`src/design/fsd_defines.svh`:
```
// Behaviour
// Set bad-track flag when read cylinder differs from expected and equals all ones.
// Set missing-data-mark flag when a read finds no normal or deleted data mark.
// Drive-status byte reports the fault input level when the byte is produced.
// Drive-status byte mirrors the write-protect input level.
// Drive-status byte mirrors the ready input level.
// Drive-status byte mirrors the outermost-track indicator input.
// Drive-status byte mirrors the double-sided indicator input.
// Drive-status byte reports the level driven on the side-select output.
// Drive-status byte reports both drive-unit select output levels.
// Port-group strap high selects the primary port group, fixed-disk status port included.
// Reads and writes decode apart: drive type, output control, input status versus rate.
// Drive type register shows both density straps; one is high density, zero double.
// Fixed-disk status bit 7 returns the hard-disk presence strap level.
// Port-group strap low selects the secondary port group instead.
// Drive-status bits 7..0: fault, protect, ready, track zero, two-sided, side, unit1, unit0.
`ifndef FSD_DEFINES_SVH
`define FSD_DEFINES_SVH

// ****************************************
// primary and secondary port addresses
// ****************************************
`define FSD_PRI_DTYPE 10'h3F1
`define FSD_PRI_DOR 10'h3F2
`define FSD_PRI_MSR 10'h3F4
`define FSD_PRI_DATA 10'h3F6
`define FSD_PRI_DIR 10'h3F7
`define FSD_PRI_FDSTAT 10'h1F7
`define FSD_SEC_DTYPE 10'h371
`define FSD_SEC_DOR 10'h372
`define FSD_SEC_DATA 10'h375
`define FSD_SEC_DIR 10'h377
`define FSD_SEC_FDSTAT 10'h177

// ****************************************
// field positions
// ****************************************
`define FSD_ST2_BAD_TRACK 1
`define FSD_ST2_MISSING_DM 0
`define FSD_FDSTAT_STRAP 7
`define FSD_DOR_UNIT_LSB 0
`define FSD_DOR_CORE_RUN 2
`define FSD_DOR_DMA_EN 3
`define FSD_DOR_MOTOR_LSB 4
`define FSD_RATE_LSB 0

// ****************************************
// constants and reset values
// ****************************************
`define FSD_CYL_ALL_ONES 8'hFF
`define FSD_DOR_RESET 8'h00
`define FSD_RATE_RESET 2'h0
`define FSD_BYTE_ZERO 8'h00

`endif

```
`src/design/fsd_pkg.sv`:
```
package fsd_pkg;

   // ****************************************
   // types
   // ****************************************
   typedef enum logic [2:0] {
      FSD_PORT_NONE,
      FSD_PORT_DTYPE,
      FSD_PORT_DOR,
      FSD_PORT_MSR,
      FSD_PORT_DATA,
      FSD_PORT_DIR,
      FSD_PORT_FDSTAT
   } fsd_port_e;

   typedef struct packed {
      logic [9:0] addr;
      logic rd;
      logic wr;
      logic [7:0] wdata;
   } fsd_io_req_s;

   typedef struct packed {
      logic drive_fault_state;
      logic write_protect_state;
      logic ready_state;
      logic outer_track_state;
      logic double_sided_state;
   } fsd_drive_in_s;

   typedef struct packed {
      logic id_valid;
      logic [7:0] id_cylinder;
      logic [7:0] expected_sector_id;
      logic data_mark_missing;
      logic status_clear;
      logic sense_request;
      logic side_select;
   } fsd_seq_s;

endpackage : fsd_pkg

```
`src/design/fsd_status_decode.sv`:
```
`timescale 1ns/10ps
`default_nettype none
`include "fsd_defines.svh"

module fsd_status_decode
   import fsd_pkg::*;
(
   input wire logic clock,
   input wire logic nrst,
   input wire fsd_io_req_s io_req,
   output logic [7:0] io_rdata,
   output logic io_rdata_oe,
   input wire logic port_group_strap,
   input wire logic [1:0] density_strap,
   input wire logic hard_disk_presence_strap,
   input wire fsd_drive_in_s drive_in,
   input wire logic disk_change,
   input wire fsd_seq_s seq,
   input wire logic [7:0] seq_main_status,
   input wire logic [7:0] seq_data_byte,
   output logic data_rd_pulse,
   output logic data_wr_pulse,
   output logic [7:0] data_wr_byte,
   output logic [7:0] result_status_two,
   output logic [7:0] drive_signal_status,
   output logic side_select_state,
   output logic unit_select_hi_state,
   output logic unit_select_lo_state,
   output logic [1:0] motor_on,
   output logic dma_enable,
   output logic core_run_n,
   output logic [1:0] rate_select
);

   // ****************************************
   // port decode
   // ****************************************
   // strap is sampled every access; changing it mid-access is the board's problem
   function automatic fsd_port_e decode_port(input logic [9:0] addr, input logic primary);
      fsd_port_e p;
      p = FSD_PORT_NONE;
      if (primary) begin
         unique case (addr)
            `FSD_PRI_DTYPE: p = FSD_PORT_DTYPE;
            `FSD_PRI_DOR: p = FSD_PORT_DOR;
            `FSD_PRI_MSR: p = FSD_PORT_MSR;
            `FSD_PRI_DATA: p = FSD_PORT_DATA;
            `FSD_PRI_DIR: p = FSD_PORT_DIR;
            `FSD_PRI_FDSTAT: p = FSD_PORT_FDSTAT;
            default: p = FSD_PORT_NONE;
         endcase
      end else begin
         // no main status port exists in the secondary group
         unique case (addr)
            `FSD_SEC_DTYPE: p = FSD_PORT_DTYPE;
            `FSD_SEC_DOR: p = FSD_PORT_DOR;
            `FSD_SEC_DATA: p = FSD_PORT_DATA;
            `FSD_SEC_DIR: p = FSD_PORT_DIR;
            `FSD_SEC_FDSTAT: p = FSD_PORT_FDSTAT;
            default: p = FSD_PORT_NONE;
         endcase
      end
      return p;
   endfunction : decode_port

   fsd_port_e port;
   logic rd_hit;
   logic wr_hit;

   always_comb begin
      port = decode_port(io_req.addr, port_group_strap);
      rd_hit = io_req.rd && (port != FSD_PORT_NONE) && (port != FSD_PORT_DOR);
      wr_hit = io_req.wr;
   end

   // handshake strobes toward the command sequencer
   assign data_rd_pulse = io_req.rd && (port == FSD_PORT_DATA);
   assign data_wr_pulse = io_req.wr && (port == FSD_PORT_DATA);

   // ****************************************
   // host read path
   // ****************************************
   logic [7:0] next_io_rdata;
   logic next_io_rdata_oe;

   always_comb begin
      next_io_rdata = `FSD_BYTE_ZERO;
      next_io_rdata_oe = rd_hit;
      if (io_req.rd) begin
         unique case (port)
            FSD_PORT_DTYPE: next_io_rdata = {6'h00, density_strap};
            FSD_PORT_MSR: next_io_rdata = seq_main_status;
            FSD_PORT_DATA: next_io_rdata = seq_data_byte;
            FSD_PORT_DIR: next_io_rdata = {disk_change, 7'h00};
            FSD_PORT_FDSTAT: begin
               next_io_rdata = `FSD_BYTE_ZERO;
               next_io_rdata[`FSD_FDSTAT_STRAP] = hard_disk_presence_strap;
            end
            default: next_io_rdata = `FSD_BYTE_ZERO;
         endcase
      end
   end

   always_ff @(posedge clock) begin
      if (!nrst) begin
         io_rdata <= `FSD_BYTE_ZERO;
         io_rdata_oe <= 1'b0;
      end else begin
         io_rdata <= next_io_rdata;
         io_rdata_oe <= next_io_rdata_oe;
      end
   end

   // ****************************************
   // host write path
   // ****************************************
   logic [7:0] dor;
   logic [7:0] next_dor;
   logic [1:0] next_rate_select;
   logic [7:0] next_data_wr_byte;

   always_comb begin
      next_dor = dor;
      next_rate_select = rate_select;
      next_data_wr_byte = data_wr_byte;
      if (wr_hit) begin
         unique case (port)
            FSD_PORT_DOR: next_dor = io_req.wdata;
            FSD_PORT_DIR: next_rate_select = io_req.wdata[`FSD_RATE_LSB +: 2];
            FSD_PORT_DATA: next_data_wr_byte = io_req.wdata;
            default: next_dor = dor;
         endcase
      end
   end

   always_ff @(posedge clock) begin
      if (!nrst) begin
         dor <= `FSD_DOR_RESET;
         rate_select <= `FSD_RATE_RESET;
         data_wr_byte <= `FSD_BYTE_ZERO;
      end else begin
         dor <= next_dor;
         rate_select <= next_rate_select;
         data_wr_byte <= next_data_wr_byte;
      end
   end

   assign unit_select_lo_state = dor[`FSD_DOR_UNIT_LSB];
   assign unit_select_hi_state = dor[`FSD_DOR_UNIT_LSB + 1];
   assign motor_on = dor[`FSD_DOR_MOTOR_LSB +: 2];
   assign dma_enable = dor[`FSD_DOR_DMA_EN];
   // core held in reset until software sets the run bit
   assign core_run_n = ~dor[`FSD_DOR_CORE_RUN];

   // ****************************************
   // result status two
   // ****************************************
   logic bad_track_flag;
   logic missing_data_mark_flag;
   logic next_bad_track_flag;
   logic next_missing_data_mark_flag;
   logic bad_track_event;

   always_comb begin
      bad_track_event = seq.id_valid
         && (seq.id_cylinder != seq.expected_sector_id)
         && (seq.id_cylinder == `FSD_CYL_ALL_ONES);
      next_bad_track_flag = bad_track_flag;
      next_missing_data_mark_flag = missing_data_mark_flag;
      if (seq.status_clear) begin
         next_bad_track_flag = 1'b0;
         next_missing_data_mark_flag = 1'b0;
      end
      // set after clear so an event in the clearing cycle is kept
      if (bad_track_event) begin
         next_bad_track_flag = 1'b1;
      end
      if (seq.data_mark_missing) begin
         next_missing_data_mark_flag = 1'b1;
      end
   end

   always_ff @(posedge clock) begin
      if (!nrst) begin
         bad_track_flag <= 1'b0;
         missing_data_mark_flag <= 1'b0;
      end else begin
         bad_track_flag <= next_bad_track_flag;
         missing_data_mark_flag <= next_missing_data_mark_flag;
      end
   end

   always_comb begin
      result_status_two = `FSD_BYTE_ZERO;
      result_status_two[`FSD_ST2_BAD_TRACK] = bad_track_flag;
      result_status_two[`FSD_ST2_MISSING_DM] = missing_data_mark_flag;
   end

   // ****************************************
   // drive signal status and side select
   // ****************************************
   logic [7:0] next_drive_signal_status;
   logic next_side_select_state;

   always_comb begin
      next_side_select_state = seq.side_select;
      next_drive_signal_status = drive_signal_status;
      // snapshot when the byte is produced, so it is stable while read out
      if (seq.sense_request) begin
         next_drive_signal_status = {
            drive_in.drive_fault_state,
            drive_in.write_protect_state,
            drive_in.ready_state,
            drive_in.outer_track_state,
            drive_in.double_sided_state,
            side_select_state,
            unit_select_hi_state,
            unit_select_lo_state
         };
      end
   end

   always_ff @(posedge clock) begin
      if (!nrst) begin
         drive_signal_status <= `FSD_BYTE_ZERO;
         side_select_state <= 1'b0;
      end else begin
         drive_signal_status <= next_drive_signal_status;
         side_select_state <= next_side_select_state;
      end
   end

   // ****************************************
   // assertions
   // ****************************************
   a_bad_track_set: assert property (@(posedge clock) disable iff (!nrst)
      (seq.id_valid && seq.id_cylinder == `FSD_CYL_ALL_ONES
         && seq.expected_sector_id != `FSD_CYL_ALL_ONES)
      |=> bad_track_flag)
      else $error("bad track flag not set");

   a_bad_track_quiet: assert property (@(posedge clock) disable iff (!nrst)
      (!bad_track_flag && (!seq.id_valid || seq.id_cylinder != `FSD_CYL_ALL_ONES))
      |=> !bad_track_flag)
      else $error("bad track flag set without cause");

   a_missing_mark_set: assert property (@(posedge clock) disable iff (!nrst)
      seq.data_mark_missing |=> result_status_two[0] ##1 (result_status_two[0] || $past(seq.status_clear)))
      else $error("missing data mark flag not held");

   a_dss_snapshot: assert property (@(posedge clock) disable iff (!nrst)
      seq.sense_request |=> (drive_signal_status[7:3] == $past(drive_in)
         && drive_signal_status[1:0] == $past(dor[1:0])))
      else $error("drive status snapshot wrong");

   a_dss_side: assert property (@(posedge clock) disable iff (!nrst)
      ($past(seq.side_select) == 1'b1 && seq.sense_request) |=> drive_signal_status[2])
      else $error("side select not reported");

   a_primary_dtype: assert property (@(posedge clock) disable iff (!nrst)
      (io_req.rd && port_group_strap && io_req.addr == `FSD_PRI_DTYPE)
      |=> (io_rdata_oe && io_rdata == {6'h00, $past(density_strap)}))
      else $error("drive type read wrong");

   a_secondary_only: assert property (@(posedge clock) disable iff (!nrst)
      (io_req.rd && !port_group_strap && io_req.addr == `FSD_PRI_DTYPE) |=> !io_rdata_oe)
      else $error("primary port answered in secondary mode");

   a_fixed_disk_bit: assert property (@(posedge clock) disable iff (!nrst)
      (io_req.rd && !port_group_strap && io_req.addr == `FSD_SEC_FDSTAT)
      |=> (io_rdata_oe && io_rdata[7] == $past(hard_disk_presence_strap)))
      else $error("fixed disk status wrong");

   a_dor_write_only: assert property (@(posedge clock) disable iff (!nrst)
      (io_req.rd && port_group_strap && io_req.addr == `FSD_PRI_DOR) |=> !io_rdata_oe)
      else $error("output control port answered a read");

   a_rate_write: assert property (@(posedge clock) disable iff (!nrst)
      (io_req.wr && port_group_strap && io_req.addr == `FSD_PRI_DIR)
      |=> (rate_select == $past(io_req.wdata[1:0]) && $stable(unit_select_lo_state)))
      else $error("rate select write lost");

   a_unit_write: assert property (@(posedge clock) disable iff (!nrst)
      (io_req.wr && port_group_strap && io_req.addr == `FSD_PRI_DOR)
      |=> ({unit_select_hi_state, unit_select_lo_state} == $past(io_req.wdata[1:0])))
      else $error("unit select write lost");

   a_fdstat_primary: assert property (@(posedge clock) disable iff (!nrst)
      (io_req.rd && port_group_strap && io_req.addr == `FSD_PRI_FDSTAT)
      |=> (io_rdata_oe && io_rdata[`FSD_FDSTAT_STRAP] == $past(hard_disk_presence_strap)))
      else $error("primary fixed disk status wrong");

   a_data_read: assert property (@(posedge clock) disable iff (!nrst)
      (io_req.rd && port_group_strap && io_req.addr == `FSD_PRI_DATA)
      |=> (io_rdata_oe && io_rdata == $past(seq_data_byte)))
      else $error("data port read wrong");

   a_dss_hold: assert property (@(posedge clock) disable iff (!nrst)
      !seq.sense_request |=> $stable(drive_signal_status))
      else $error("drive status moved without a sense request");

   a_missing_mark_clear: assert property (@(posedge clock) disable iff (!nrst)
      (seq.status_clear && !seq.data_mark_missing) |=> !missing_data_mark_flag)
      else $error("missing data mark flag not cleared");

endmodule : fsd_status_decode

`default_nettype wire

```
`config.mk`:
```
export PLATFORM = sky130hd
export DESIGN_NAME = fsd_status_decode
export DESIGN_NICKNAME = d
export VERILOG_FILES = /design/src/design/fsd_pkg.sv /design/src/design/fsd_status_decode.sv
export VERILOG_INCLUDE_DIRS = /design/src /design/src/design
export SDC_FILE = /design/constraint.sdc
export NUM_CORES = 1
export LEC_CHECK = 0
export ABC_CLOCK_PERIOD_IN_PS = 4100
export BUFFER_PORTS_ARGS = -buffer_cell sky130_fd_sc_hd__clkbuf_2
export CORE_MARGIN = 1.5
export CORE_UTILIZATION = 35
export DETAILED_ROUTE_END_ITERATION = 16
export HOLD_SLACK_MARGIN = 0.08
export PLACE_DENSITY = 0.68
export SYNTH_ARGS = -nofsm -noshare
export SYNTH_HDL_FRONTEND = slang
export SYNTH_SLANG_ARGS = --single-unit
```
`constraint.sdc`:
```
create_clock -name clock -period 4.1 [get_ports clock]
set_input_delay 0.205 -clock clock [delete_from_list [all_inputs] [get_ports clock]]
set_output_delay 0.205 -clock clock [all_outputs]
set_load 0.03 [all_outputs]
```
==> impl_results.md <==
- Wirelength per Cell: approximately 11 µm
- Drc violations: 0
- Effective utilization at floorplan: 0.366
- Core utilization of the finished layout: 0.496
- Die Span X: 73.5 µm
- Cell chain of the critical path: clkbuf_2, or3b_2, o21a_1, nor3_2, clkbuf_2
- Number of buffer cells added on primary ports: ~110
- Area after DPL: about 2300 µm²
- Kind of critical path: input pin to primary output
- Cell family contributing the most delay on the critical path: simple AND/OR/NAND/NOR gates
- Final TNS setup: 0 ns
- Stages on worst setup path: 5
- Depth of the worst register-to-register path: 2
- Unrepaired setup endpoints after global routing: false
- Number of post-CTS setup repair buffers: 0
- Final RePlAce weighted congestion: 0.925
- Headroom to the max-slew limit: 0.426
- Wire length of the first global-routing pass: between 5 and 6 mm
- Standby leakage power: ~1.1 nW
- Maximum capacitance violations: 0
- # placed instances: around 350
- Total core area: roughly 4800 µm²
- Pin slew with the least headroom to its limit: 0.856 ns
- Clk root buf: sky130_fd_sc_hd__clkbuf_8
- Total power per unit cell area: 300 nW/µm²
- Count of TritonRoute iterations in the first routing pass: 4
- Initial drt markers: 64
- Top-level I/O count: 113
- Initial antenna violation count: 0
- Cell Rows: 25
- Post-synthesis sequential area ratio: 0.414
- CP max stage cell: sky130_fd_sc_hd__nor3_2
- Number of hold violations in the final report: 0
- Data required time of the critical path: slightly below 4 ns
- Highest-count cells in the layout ignoring fill and taps: 106 x sky130_fd_sc_hd__clkbuf_2, 36 x sky130_fd_sc_hd__dfxtp_1, 25 x sky130_fd_sc_hd__nor2b_1, 24 x sky130_fd_sc_hd__mux2i_1, 10 x sky130_fd_sc_hd__xnor2_1
- Overflow after GRT: 0
- Run status: finished, final reports clean
- Bufs and invs on worst path: 2
- Per-cell via count in the routed design: 4.57
- Commonest non-fill, non-tap cell in the layout: sky130_fd_sc_hd__clkbuf_2
- Total CTS buffers: 5
- Cell accounting for the most synthesized area: sky130_fd_sc_hd__dfxtp_1
- Maximum buffer depth of the clock tree: 2
- Number of nets still failing antenna checks after routing: 0
- Worst EP arrival: 2.04 ns
- # setup viols final: 0
- Signed area change from the synthesized netlist to the final layout: 35.5%
- Top cells by area in the synthesized netlist: sky130_fd_sc_hd__dfxtp_1 41%, sky130_fd_sc_hd__mux2i_1 14%, sky130_fd_sc_hd__nor2b_1 9.0%
- Worst Hold Path Cells: 2
- Fin Clk Skew: 0.00217 ns
- Hold buffers post-CTS: 0
- Summed instance area of the synthesized netlist: roughly 1700 µm²
- Proportion of layout cells with a drive suffix above 1: 0.420
- Most used cell, CP: sky130_fd_sc_hd__clkbuf_2
- Max FO, Critical Path: 9
- Crit-path max cell delay: between 0.6 and 0.7 ns
- Detailed placement HPWL: about 3.1 mm
- Tot GR Track Use: 0.143
- Final-layout fill cell count: between 500 and 600
- Final-report max-slew violation count: 0
- Final period utilization: 0.548
- Syn. warnings: 0
- Clock H-tree levels: 2
- Synthesized instance count: 184
- Via count of the first global-routing pass: ~1400
- Total wirelength of the detailed-routed design: between 3 and 4 mm
- Share of the synthesized area in the top cell type: 0.414
- Setup ws final: about 1.9 ns
- TritonCTS clock tree: done
- Clock-pin slew of the registers on the worst-case setup and hold paths: ~0.070 ns
- Antenna diode instance count: 0
- Flip-flop and latch count after synthesis: 36
- Maximum number of pins on one net before global-route repair: 30
- Critical path launch point type: input pin
- Vias: 1612
- Post-Place Setup Slack: ~1.8 ns
- Number of unique standard cell types used by synthesis: 38
- Clock Sinks: 36
- Final standard cell count with taps included and fillers excluded: 353
- Net count of the finished layout: between 300 and 400
- Die span in y: 73.5 µm
- Die ar.: around 5400 µm²
- Clk_lat worst skew: around 0.28 ns
- Average instance area after synthesis: roughly 9.5 µm²
- Post-route cell area: about 2400 µm²
- Peak VDD IR: approximately 0.22 mV
- Peak Freq: ~450 MHz
- Classification of the worst-slack hold path: input pin to flip-flop
- Final period demand of the worst path: about 2.2 ns
- Resized Gates After CTS: 0
- Worst setup EP type: primary output
## metal layers
layer / global-route usage / share of wire / vias up
met4: 0.0432 / 0.0056 / 0
li1: - / - / 822
met2: 0.229 / 0.46 / 60
met5: 0 / 0 / -
met3: 0.0453 / 0.077 / 4
met1: 0.182 / 0.46 / 726
## worst paths after layout
kind	start	end	slack, ns
max reg2reg	missing_data_mark_flag	missing_data_mark_flag	3.42
min reg2reg	bad_track_flag	bad_track_flag	0.48
max	io_req[10]	data_wr_pulse	1.85
min	seq[0]	side_select_state	0.13
## synth_stat cells
cell and n:
sky130_fd_sc_hd__nor2b_1 25, sky130_fd_sc_hd__xnor2_1 10, sky130_fd_sc_hd__a31oi_1 1, sky130_fd_sc_hd__nor2_1 8, sky130_fd_sc_hd__buf_2 1, sky130_fd_sc_hd__and2_4 1
sky130_fd_sc_hd__and3_1 5, sky130_fd_sc_hd__nand2_2 1, sky130_fd_sc_hd__a21boi_0 2, sky130_fd_sc_hd__or3b_2 1, sky130_fd_sc_hd__nand4_1 5, sky130_fd_sc_hd__a32oi_1 1
sky130_fd_sc_hd__nand2b_1 1, sky130_fd_sc_hd__o21ai_0 5, sky130_fd_sc_hd__and3_2 1, sky130_fd_sc_hd__and2_0 1, sky130_fd_sc_hd__nor3b_1 1, sky130_fd_sc_hd__o22ai_1 1
sky130_fd_sc_hd__or3_1 1, sky130_fd_sc_hd__nand2_1 8, sky130_fd_sc_hd__conb_1 1, sky130_fd_sc_hd__and3b_2 1, sky130_fd_sc_hd__o2bb2ai_1 1, sky130_fd_sc_hd__inv_1 3
sky130_fd_sc_hd__o211ai_1 1, sky130_fd_sc_hd__nand4b_1 1, sky130_fd_sc_hd__nor3_1 3, sky130_fd_sc_hd__buf_4 10, sky130_fd_sc_hd__buf_6 1, sky130_fd_sc_hd__nand3_1 4
sky130_fd_sc_hd__o21a_1 3, sky130_fd_sc_hd__or4_4 2, sky130_fd_sc_hd__a22oi_1 5, sky130_fd_sc_hd__dfxtp_1 36, sky130_fd_sc_hd__and2_1 2, sky130_fd_sc_hd__mux2i_1 24
sky130_fd_sc_hd__a21oi_1 1, sky130_fd_sc_hd__clkbuf_1 5
## logic make-up (layout without fill, tap and decap cells)
family,count (synthesis),count (layout),share of synthesized area
mux,24,24,0.138
flops,36,36,0.414
other cells,1,6,0.00215
compound gates,21,21,0.0819
simple gates,72,72,0.244
buf+inv,20,117,0.0697
xor+xnor,10,10,0.0503
## power by group
| group | leakage (nW) | switching (W) | internal [W] |
|---|---|---|---|
| clock network | 0.0455 | 0.000115 | 0.000137 |
| registers | 0.292 | 0.00000213 | 0.000354 |
| logic | 0.792 | 0.0000531 | 0.0000472 |
## area by class of cell
| class | instances | area, µm² | share of cell area |
|---|---|---|---|
| clock buffers | 8 | 90.1 | 0.0382 |
| inverters | 3 | 11.3 | 0.00477 |
| multi-input cells | 133 | 923 | 0.391 |
| flip-flops and latches | 36 | 721 | 0.305 |
| well taps | 67 | 83.8 | 0.0355 |
| repair buffers | 106 | 531 | 0.225 |
## registers in the layout, summed over array words and instances, names as in the netlist
signal,flops
dor,6
missing_data_mark_flag,1
drive_signal_status,8
rate_select,2
io_rdata_oe,1
data_wr_byte,8
side_select_state,1
io_rdata,8
bad_track_flag,1
## stage by stage
| stage | total power, W | hold slack (ns) |
|---|---|---|
| global placement | 0.000464 | 0.412 |
| global route | 0.000744 | 0.134 |
| floorplan | 0.000422 | 0.329 |
| CTS | 0.000719 | 0.119 |
| detailed placement | 0.000465 | 0.416 |
| finish | 0.000709 | 0.131 |
Note: power is estimated with default switching activity, not from simulation.
